<file path="config.mk">
export PLATFORM = sky130hd
export DESIGN_NAME = led_powerdown_control
export DESIGN_NICKNAME = d
export VERILOG_FILES = /design/src/design/led_pd_pkg.sv /design/src/design/sync_2ff.sv /design/src/design/led_powerdown_control.sv
export SDC_FILE = /design/constraint.sdc
export NUM_CORES = 1
export LEC_CHECK = 0
export ABC_AREA = 1
export BUFFER_PORTS_ARGS = -buffer_cell sky130_fd_sc_hd__buf_4
export CAP_MARGIN = 25
export CORE_MARGIN = 3
export CORE_UTILIZATION = 43
export CTS_CLUSTER_DIAMETER = 100
export DETAILED_ROUTE_END_ITERATION = 8
export GPL_TIMING_DRIVEN = 0
export SYNTH_ARGS = -nofsm -noshare
export SYNTH_HDL_FRONTEND = slang
export SYNTH_SLANG_ARGS = --single-unit
</file>
<file path="constraint.sdc">
create_clock -name clk_sys -period 9.54 [get_ports clk_sys]
set_input_delay 2.862 -clock clk_sys [delete_from_list [all_inputs] [get_ports clk_sys]]
set_output_delay 2.862 -clock clk_sys [all_outputs]
set_load 0.005 [all_outputs]
</file>
<file path="src/design/led_pd_pkg.sv">
// constants for the led and iris power-down register block
// assumes a single system oscillator clock domain and 16-bit registers
package led_pd_pkg;

    // ------------------------------------------------------------
    // serial frame layout
    // ------------------------------------------------------------
    localparam int unsigned ADDR_BITS = 6;
    localparam int unsigned DATA_BITS = 16;
    localparam int unsigned RW_POS = 6;
    localparam logic [4:0] DATA_START = 5'h08;
    localparam logic [4:0] FRAME_LAST = 5'h17;

    // ------------------------------------------------------------
    // register offsets
    // ------------------------------------------------------------
    localparam logic [5:0] IRIS_CTL_ADDR = 6'h0b;
    localparam logic [5:0] LED_B_ADDR = 6'h24;
    localparam logic [5:0] LED_A_ADDR = 6'h29;

    // ------------------------------------------------------------
    // field positions and reset values
    // ------------------------------------------------------------
    localparam int unsigned LED_POS = 0;
    localparam int unsigned IRIS_EN_POS = 10;
    localparam logic [15:0] LED_RESET = 16'h0000;
    localparam logic [15:0] IRIS_CTL_RESET = 16'h0000;

    // ------------------------------------------------------------
    // serial receiver states
    // ------------------------------------------------------------
    typedef enum logic [1:0] {
        SER_IDLE = 2'b00,
        SER_HEAD = 2'b01,
        SER_DATA = 2'b11,
        SER_DONE = 2'b10
    } ser_state_t;

endpackage

</file>
<file path="src/design/sync_2ff.sv">
// two-flop synchroniser for asynchronous level inputs
// assumes the destination clock is the system oscillator clock
`timescale 1ns/1ns
module sync_2ff #(
    parameter int unsigned WIDTH = 2
) (
    // clock and reset
    input wire logic clk_sys,
    input wire logic rst,
    // levels
    input wire logic [WIDTH-1:0] async_in,
    output logic [WIDTH-1:0] sync_q
);

    logic [WIDTH-1:0] meta_q;

    always_ff @(posedge clk_sys or posedge rst) begin
        if (rst) begin
            meta_q <= '0;
            sync_q <= '0;
        end else begin
            meta_q <= async_in;
            sync_q <= meta_q;
        end
    end

endmodule

</file>
<file path="src/design/led_powerdown_control.sv">
// led switch and iris power-down register block with its serial slave
// assumes serial pins and motor step are synchronous to clk_sys
//
// Functional notes
// RULE1: led a control at 29h, led b at 24h, both serially writable.
// RULE2: each led bit drives its own switch; 0 off, 1 on.
// RULE3: serial input is taken only on oscillator clock edges.
// RULE4: both vsync inputs are resynchronised to the oscillator clock.
// RULE5: writing 0 to the iris enable bit enters power-down.
// RULE6: power-down halts the iris analog drive path.
// RULE7: power-down leaves the micro-step motor driver untouched.
// RULE8: host should write 0 to iris enable when only motor is used.
// RULE9: iris enable bit sits at 0Bh, resets 0; 1 enables iris.
// RULE10: both led bits read 0 after reset, leds start off.
`timescale 1ns/1ns
module led_powerdown_control (
    // clock and reset
    input wire logic clk_sys,
    input wire logic rst,
    // serial register port
    input wire logic ser_cs,
    input wire logic ser_sclk,
    input wire logic ser_sdata_in,
    output logic ser_sdata_out_q,
    output logic ser_sdata_oe_q,
    // vsync inputs and their resynchronised copies
    input wire logic vsync_focus_input,
    input wire logic vsync_iris_input,
    output logic vsync_focus_sync_q,
    output logic vsync_iris_sync_q,
    // motor step path
    input wire logic motor_step_in,
    output logic motor_step_q,
    // outputs
    output logic led_a_switch_q,
    output logic led_b_switch_q,
    output logic iris_analog_run_q
);

    // ------------------------------------------------------------
    // vsync resynchronisation
    // ------------------------------------------------------------
    // RULE4: two-flop synchroniser
    sync_2ff #(
        .WIDTH(2)
    ) u_vsync_sync (
        .clk_sys(clk_sys),
        .rst(rst),
        .async_in({vsync_iris_input, vsync_focus_input}),
        .sync_q({vsync_iris_sync_q, vsync_focus_sync_q})
    );

    // ------------------------------------------------------------
    // serial receiver
    // ------------------------------------------------------------
    led_pd_pkg::ser_state_t state_q;
    logic sclk_prev_q;
    logic [4:0] bit_cnt_q;
    logic [led_pd_pkg::ADDR_BITS-1:0] addr_q;
    logic rd_q;
    logic [led_pd_pkg::DATA_BITS-1:0] wdata_q;
    logic [led_pd_pkg::DATA_BITS-1:0] rdata_q;
    logic sclk_rise;
    logic sclk_fall;
    logic wr_commit;
    logic [led_pd_pkg::DATA_BITS-1:0] wr_data;
    logic [15:0] led_a_ctl_q;
    logic [15:0] led_b_ctl_q;
    logic [15:0] iris_ctl_q;

    function automatic logic [15:0] read_mux(input logic [5:0] a, input logic [15:0] la,
                                             input logic [15:0] lb, input logic [15:0] ir);
        case (a)
            led_pd_pkg::LED_A_ADDR: read_mux = la;
            led_pd_pkg::LED_B_ADDR: read_mux = lb;
            led_pd_pkg::IRIS_CTL_ADDR: read_mux = ir;
            default: read_mux = 16'h0000;
        endcase
    endfunction

    // RULE3: sclk edges are seen only through clk_sys sampling
    assign sclk_rise = ser_sclk && !sclk_prev_q;
    assign sclk_fall = !ser_sclk && sclk_prev_q;
    assign wr_data = {ser_sdata_in, wdata_q[led_pd_pkg::DATA_BITS-1:1]};
    assign wr_commit = (state_q == led_pd_pkg::SER_DATA) && sclk_rise && !rd_q &&
                       (bit_cnt_q == led_pd_pkg::FRAME_LAST);

    always_ff @(posedge clk_sys or posedge rst) begin
        if (rst) begin
            sclk_prev_q <= 1'b0;
        end else begin
            sclk_prev_q <= ser_sclk;
        end
    end

    always_ff @(posedge clk_sys or posedge rst) begin
        if (rst) begin
            state_q <= led_pd_pkg::SER_IDLE;
            bit_cnt_q <= 5'h00;
            addr_q <= '0;
            rd_q <= 1'b0;
            wdata_q <= '0;
        end else if (!ser_cs) begin
            state_q <= led_pd_pkg::SER_IDLE;
            bit_cnt_q <= 5'h00;
        end else begin
            case (state_q)
                led_pd_pkg::SER_IDLE: begin
                    state_q <= led_pd_pkg::SER_HEAD;
                    bit_cnt_q <= 5'h00;
                end
                led_pd_pkg::SER_HEAD: begin
                    if (sclk_rise) begin
                        if (bit_cnt_q < 5'(led_pd_pkg::ADDR_BITS)) begin
                            addr_q <= {ser_sdata_in, addr_q[led_pd_pkg::ADDR_BITS-1:1]};
                        end
                        if (bit_cnt_q == 5'(led_pd_pkg::RW_POS)) begin
                            rd_q <= ser_sdata_in;
                        end
                        if (bit_cnt_q == led_pd_pkg::DATA_START - 5'h01) begin
                            state_q <= led_pd_pkg::SER_DATA;
                        end
                        bit_cnt_q <= bit_cnt_q + 5'h01;
                    end
                end
                led_pd_pkg::SER_DATA: begin
                    if (sclk_rise) begin
                        wdata_q <= wr_data;
                        if (bit_cnt_q == led_pd_pkg::FRAME_LAST) begin
                            state_q <= led_pd_pkg::SER_DONE;
                        end
                        bit_cnt_q <= bit_cnt_q + 5'h01;
                    end
                end
                led_pd_pkg::SER_DONE: begin
                    state_q <= led_pd_pkg::SER_DONE;
                end
                default: begin
                    state_q <= led_pd_pkg::SER_IDLE;
                end
            endcase
        end
    end

    // read data shifted out lsb first on sclk falling edges
    always_ff @(posedge clk_sys or posedge rst) begin
        if (rst) begin
            rdata_q <= '0;
            ser_sdata_out_q <= 1'b0;
            ser_sdata_oe_q <= 1'b0;
        end else if (!ser_cs || state_q == led_pd_pkg::SER_DONE) begin
            ser_sdata_oe_q <= 1'b0;
            ser_sdata_out_q <= 1'b0;
        end else if (state_q == led_pd_pkg::SER_HEAD && sclk_rise &&
                     bit_cnt_q == led_pd_pkg::DATA_START - 5'h01) begin
            rdata_q <= read_mux(addr_q, led_a_ctl_q, led_b_ctl_q, iris_ctl_q);
        end else if (state_q == led_pd_pkg::SER_DATA && rd_q && sclk_fall) begin
            ser_sdata_oe_q <= 1'b1;
            ser_sdata_out_q <= rdata_q[0];
            rdata_q <= {1'b0, rdata_q[led_pd_pkg::DATA_BITS-1:1]};
        end
    end

    // ------------------------------------------------------------
    // registers
    // ------------------------------------------------------------
    // RULE1: led controls at their two offsets
    // RULE10: both led controls reset to off
    always_ff @(posedge clk_sys or posedge rst) begin
        if (rst) begin
            led_a_ctl_q <= led_pd_pkg::LED_RESET;
            led_b_ctl_q <= led_pd_pkg::LED_RESET;
        end else if (wr_commit) begin
            if (addr_q == led_pd_pkg::LED_A_ADDR) begin
                led_a_ctl_q <= wr_data;
            end
            if (addr_q == led_pd_pkg::LED_B_ADDR) begin
                led_b_ctl_q <= wr_data;
            end
        end
    end

    // RULE9: iris control at 0Bh, reset disabled
    always_ff @(posedge clk_sys or posedge rst) begin
        if (rst) begin
            iris_ctl_q <= led_pd_pkg::IRIS_CTL_RESET;
        end else if (wr_commit && addr_q == led_pd_pkg::IRIS_CTL_ADDR) begin
            iris_ctl_q <= wr_data;
        end
    end

    // ------------------------------------------------------------
    // outputs
    // ------------------------------------------------------------
    // RULE2: led switches follow their bits
    always_ff @(posedge clk_sys or posedge rst) begin
        if (rst) begin
            led_a_switch_q <= 1'b0;
            led_b_switch_q <= 1'b0;
        end else begin
            led_a_switch_q <= led_a_ctl_q[led_pd_pkg::LED_POS];
            led_b_switch_q <= led_b_ctl_q[led_pd_pkg::LED_POS];
        end
    end

    // RULE5: enable bit low means power-down
    // RULE6: iris analog path halted
    always_ff @(posedge clk_sys or posedge rst) begin
        if (rst) begin
            iris_analog_run_q <= 1'b0;
        end else begin
            iris_analog_run_q <= iris_ctl_q[led_pd_pkg::IRIS_EN_POS];
        end
    end

    // RULE7: motor path ignores power-down
    always_ff @(posedge clk_sys or posedge rst) begin
        if (rst) begin
            motor_step_q <= 1'b0;
        end else begin
            motor_step_q <= motor_step_in;
        end
    end
endmodule

</file>
==> impl_metrics.env, run 1 <==
export IMPL_status="completed"
export IMPL_dieHeight_um=111
export IMPL_dieArea_um2=12400
export IMPL_placedInstanceArea_um2=5070
export IMPL_clock_latency_ns=0.38
export IMPL_area_growth_pct=11.2
export IMPL_synth_flop_cell="dfrtp_1"
export IMPL_vias=3779
export IMPL_synth_warnings=0
export IMPL_layout_min_cycle_time_ns=3.96
export IMPL_p_leak_uw=0.00281
export IMPL_cts_root_buffer="clkbuf_8"
export IMPL_core_um2=10600
export IMPL_firstDrtPassIters=5
export IMPL_vdd_drop_max_uv=85.1
export IMPL_cp_end_kind="flip-flop"
export IMPL_cts_sinks=104
export IMPL_startpoint_type="input port"
export IMPL_antenna_found_initial=0
export IMPL_gp_congestion=0.829
export IMPL_die_x_um=111
export IMPL_ys_seq_elements=104
export IMPL_cts_max_level=3
export IMPL_grt_pass1_vias=3745
export IMPL_io_buffers=15
export IMPL_crit_type="input port to flip-flop"
export IMPL_n_antenna_cell=0
export IMPL_yosys_area_top_type="dfrtp_1"
export IMPL_nets=605
export IMPL_min_path_type="flip-flop to flip-flop"
export IMPL_grt_first_pass_wirelength_mm=19.0
export IMPL_synthTopCellsByArea="dfrtp_1 55%, nand2_1 17%, nand3_1 6.9%"
export IMPL_crit_arrival_ns=4.23
export IMPL_final_area_um2=5300
export IMPL_detail_route_antenna_nets=0
export IMPL_maxSlewViolCount=0
export IMPL_cp_num_buf_inv=4
export IMPL_hold_violations=0
export IMPL_row_count=37
export IMPL_clk_path_buf_depth=2
export IMPL_period_share_pct=41.5
export IMPL_drcViolationCount=0
export IMPL_rsz0062_at_grt="no"
export IMPL_worst_path_max_delay_cell="o21ai_4"
export IMPL_fill_cells=1033
export IMPL_busiest_layer="met2"
export IMPL_maxCapViolations=0
export IMPL_grt_ovfl_total=0
export IMPL_slew_headroom_pct=55.7
export IMPL_cts_tree="yes"
export IMPL_via_per_inst=5.14
export IMPL_fin_skew_ns=0.00977
export IMPL_grt_use_met2_pct=28.5
export IMPL_synth_commonest_cells="221 x nand2_1, 104 x dfrtp_1, 66 x nand3_1"
export IMPL_cts_made_buffers=9
export IMPL_drive_gt1_share_pct=12.2
export IMPL_ys_seq_area_share_pct=54.7
export IMPL_synth_avg_cell_area_um2=8.38
export IMPL_setup_viol=0
export IMPL_synth_edff_count=0
export IMPL_crit_family="simple AND/OR/NAND/NOR gates"
export IMPL_first_iter_violations=252
export IMPL_worstPathCellList="buf_4 > inv_1 > nor2_4 > nand2_2 > nor2_4 > nand2_2 > o21ai_4 > inv_2 > buf_6 > nand2_1 > nand2_1"
export IMPL_worstMarginPinSlew_ns=0.662
export IMPL_start_util_pct=45.1
export IMPL_boundaryPins=16
export IMPL_cts_resized=0
export IMPL_cp_data_required_time_ns=9.81
export IMPL_syn_cell_area_um2=4760
export IMPL_syn_inst=568
export IMPL_hpwl_mm=7.57
export IMPL_syn_num_nets=578
export IMPL_ys_async_sr_fraction_pct=100
export IMPL_wirelength_mm=10.8
export IMPL_cts_setup_buffers=0
export IMPL_setup_tns_ns=0
export IMPL_grt_use_total_pct=18.9
export IMPL_cts_hold_buf=0
export IMPL_grt_max_degree=66
export IMPL_clk_pin_slew_ns=0.09
export IMPL_cp_max_fo=10
export IMPL_synth_top_area_share_pct=54.7
export IMPL_fmax_mhz=253
export IMPL_cp_slowest_stage_delay_ns=0.28
export IMPL_use_met1_pct=27.6
export IMPL_post_drt_wl_per_cell_um=14.7
export IMPL_grt_met3_usage_pct=2.62
export IMPL_synth_cell_types=26
export IMPL_yosysMostFrequentCell="nand2_1"
export IMPL_power_density_nw_per_um2=157
## power breakdown
part	leakage [µW]	switching (µW)	internal, µW
clock network	0.000112	148	161
registers	0.00138	7.27	449
logic	0.00131	53.3	15.1
## sequential cells by signal, summed over array words and instances, names as in the netlist, 2 cells and up
| register | flops |
|---|---|
| iris_ctl_q | 16 |
| led_a_ctl_q | 16 |
| led_b_ctl_q | 16 |
| rdata_q | 16 |
| wdata_q | 15 |
| addr_q | 6 |
| bit_cnt_q | 5 |
| state_q | 2 |
| u_vsync_sync.meta_q | 2 |
| u_vsync_sync.sync_q | 2 |
## metal layers
| layer | routed length, µm | vias up |
|---|---|---|
| met1 | 5360 | 1802 |
| met5 | 0 | - |
| met3 | 415 | 13 |
| met4 | 206 | 0 |
| met2 | 4860 | 80 |
| li1 | - | 1884 |
## cell type report
type / count / area, µm² / area share, %
Clock inverter: 3 / 65.1 / 1.23
Multi-Input combinational cell: 410 / 1890 / 35.7
Clock buffer: 12 / 155 / 2.93
Timing Repair Buffer: 16 / 140 / 2.65
Sequential cell: 104 / 2600 / 49.1
Inverter: 29 / 111 / 2.10
Buffer: 25 / 161 / 3.05
Tap cell: 136 / 170 / 3.21
## cell usage in the layout (no fill, tap or decap), types with 10 or more instances in the layout
master	Yosys	routed
dfrtp_1	104	104
nor2_1	18	18
nand2_1	221	221
clkbuf_8	0	11
o21ai_0	36	36
a21oi_1	13	13
o21ai_1	24	24
clkbuf_1	9	10
nand3_1	66	66
buf_4	4	19
inv_1	26	25
## kinds of logic (layout without fill, tap and decap cells)
group           Yosys count  count (layout)  synth area share (%)
simple gates            326             326                  29.6
fa+ha+maj                 2               2                 0.525
buf+inv                  54              85                  5.68
mux                       1               1                 0.236
compound gates           81              81                  9.27
flops                   104             104                  54.7
## through the flow
| step | total power [µW] | hold slack [ns] | util, % | cells | setup WS, ns |
|---|---|---|---|---|---|
| 3_5_place_dp | 534 | 0.335 | 48.1 | 720 | 5.19 |
| 6_report | 834 | 0.354 | 50.2 | 735 | 5.58 |
| 2_1_floorplan | 509 | 0.331 | - | 568 | 3.95 |
| 4_1_cts | 840 | 0.357 | 50.2 | 735 | 5.59 |
| 3_3_place_gp | 531 | 0.331 | 47.8 | 719 | 2.64 |
| 5_1_grt | 869 | 0.375 | 50.2 | 735 | 5.46 |
## final timing paths
path / endpoint / startpoint / cells past startpoint / slack [ns]
setup / recovery: rdata_q[7] / ser_sclk / 11 / 5.58
hold / removal: u_vsync_sync.sync_q[1] / u_vsync_sync.meta_q[1] / 0 / 0.35
setup reg to reg: led_b_ctl_q[9] / addr_q[0] / 6 / 7.61
hold reg to reg: u_vsync_sync.sync_q[1] / u_vsync_sync.meta_q[1] / 0 / 0.35
max in group asynchronous: rdata_q[2] / rst / 3 / 6.32
min in group asynchronous: u_vsync_sync.meta_q[0] / rst / 2 / 2.53
Power figures use the tool's default switching activity.
==> inputs of run 2 (changes only) <==
Clock period 9.54 ns to 3.9 ns, I/O delays scaled along.
==> run 2 against run 1 <==
Against the previous run: critical path depth is the same; non-clock buffer count up 1; worst hold slack improved by 0.0022 ns; die area stayed put; routed wire length fell by 2.1%; clock power increased by 130%; count of clock-buffer cells in the layout rose by 1.
==> impl_metrics.env, run 2 (synthesis gave the netlist of run 1 again) <==
export IMPL_cts_root_buffer="clkbuf_8"
export IMPL_firstDrtPassIters=4
export IMPL_rsz0062_at_grt="no"
export IMPL_cts_max_level=3
export IMPL_fmax_mhz=449
export IMPL_antenna_found_initial=0
export IMPL_gp_congestion=0.829
export IMPL_n_antenna_cell=0
export IMPL_min_path_type="flip-flop to flip-flop"
export IMPL_crit_type="input port to flip-flop"
export IMPL_startpoint_type="input port"
export IMPL_drive_gt1_share_pct=12.3
export IMPL_worstMarginPinSlew_ns=0.609
export IMPL_post_drt_wl_per_cell_um=14.4
export IMPL_boundaryPins=16
export IMPL_dieArea_um2=12400
export IMPL_grt_use_total_pct=19.2
export IMPL_maxCapViolations=0
export IMPL_via_per_inst=5.09
export IMPL_grt_pass1_vias=3920
export IMPL_nets=606
export IMPL_cts_resized=0
export IMPL_layout_min_cycle_time_ns=2.23
export IMPL_cp_max_fo=10
export IMPL_grt_ovfl_total=0
export IMPL_hold_violations=0
export IMPL_start_util_pct=45.1
export IMPL_power_total_uw=1990
export IMPL_die_x_um=111
export IMPL_vias=3747
export IMPL_cts_tree="yes"
export IMPL_crit_arrival_ns=2.50
export IMPL_grt_first_pass_wirelength_mm=19.2
export IMPL_setup_tns_ns=0
export IMPL_cts_made_buffers=9
export IMPL_placedInstanceArea_um2=5090
export IMPL_first_iter_violations=316
export IMPL_maxSlewViolCount=0
export IMPL_slew_headroom_pct=59.2
export IMPL_final_cell_mix="221 x nand2_1, 104 x dfrtp_1, 66 x nand3_1, 36 x o21ai_0, 25 x inv_1"
export IMPL_status="completed"
export IMPL_cts_hold_buf=0
export IMPL_hpwl_mm=7.61
export IMPL_cts_sinks=104
export IMPL_cts_setup_buffers=0
export IMPL_dieHeight_um=111
export IMPL_power_density_nw_per_um2=375
export IMPL_core_um2=10600
export IMPL_grt_max_degree=43
export IMPL_clk_pin_slew_ns=0.09
export IMPL_detail_route_antenna_nets=0
export IMPL_clock_latency_ns=0.38
export IMPL_cp_data_required_time_ns=4.17
export IMPL_row_count=37
export IMPL_fin_skew_ns=0.00838
export IMPL_area_growth_pct=11.2
export IMPL_vdd_drop_max_uv=256
export IMPL_setup_viol=0
export IMPL_final_area_um2=5300
export IMPL_clk_path_buf_depth=2
export IMPL_p_leak_uw=0.00280
export IMPL_io_buffers=15
export IMPL_final_common_cell="nand2_1"
export IMPL_cp_end_kind="flip-flop"
export IMPL_drcViolationCount=0
export IMPL_period_share_pct=57.1
export IMPL_wirelength_mm=10.6
[run 2: power by group]
group | total (µW) | switching, µW | internal [µW]
combinational | 166 | 128 | 38.2
clock | 704 | 358 | 346
sequential | 1120 | 17.5 | 1100
[run 2: critical path, cell delays in order]
cell and delay (ns):
buf_4 0.08, inv_1 0.06, nor2_4 0.14, nand2_2 0.11
nor2_4 0.12, nand2_2 0.14, o21ai_4 0.28, inv_2 0.13
buf_6 0.16, nand2_1 0.05, nand2_1 0.05
[run 2: cell type report]
class	count	area, µm²
clock inverters	2	37.5
well taps	136	170
inverters	29	113
clock buffers	13	169
fillers	1048	5260
repair buffers	17	153
multi-input cells	410	1890
plain buffers	25	161
flip-flops and latches	104	2600
[run 2: routing by layer]
metal  vias up  GRT usage (%)  share of wire [%]
li1       1883              -                  -
met3        13           5.08                4.3
met2        62           30.5                 46
met5         -              0                  0
met4         0           6.08                1.7
met1      1789           25.8                 47
[run 2: per-stage QoR]
| step | utilization [%] | hold WS (ns) | worst slack, ns | cells |
|---|---|---|---|---|
| 2_1_floorplan | - | 0.331 | 1.48 | 568 |
| 3_3_place_gp | 47.8 | 0.333 | 0.749 | 719 |
| 3_5_place_dp | 48.2 | 0.337 | 1.25 | 721 |
| 4_1_cts | 50.2 | 0.359 | 1.67 | 736 |
| 5_1_grt | 50.2 | 0.360 | 1.54 | 736 |
| 6_report | 50.2 | 0.357 | 1.67 | 736 |
[run 2: path summary, 6_finish.rpt]
check	start	end	slack (ns)	cells after the start
min	u_vsync_sync.meta_q[0]	u_vsync_sync.sync_q[0]	0.36	0
max in group asynchronous	rst	wdata_q[3]	2.20	4
min in group asynchronous	rst	bit_cnt_q[2]	0.85	2
max	ser_sclk	rdata_q[5]	1.67	11
min reg2reg	u_vsync_sync.meta_q[0]	u_vsync_sync.sync_q[0]	0.36	0
max reg2reg	addr_q[0]	led_b_ctl_q[1]	2.03	6
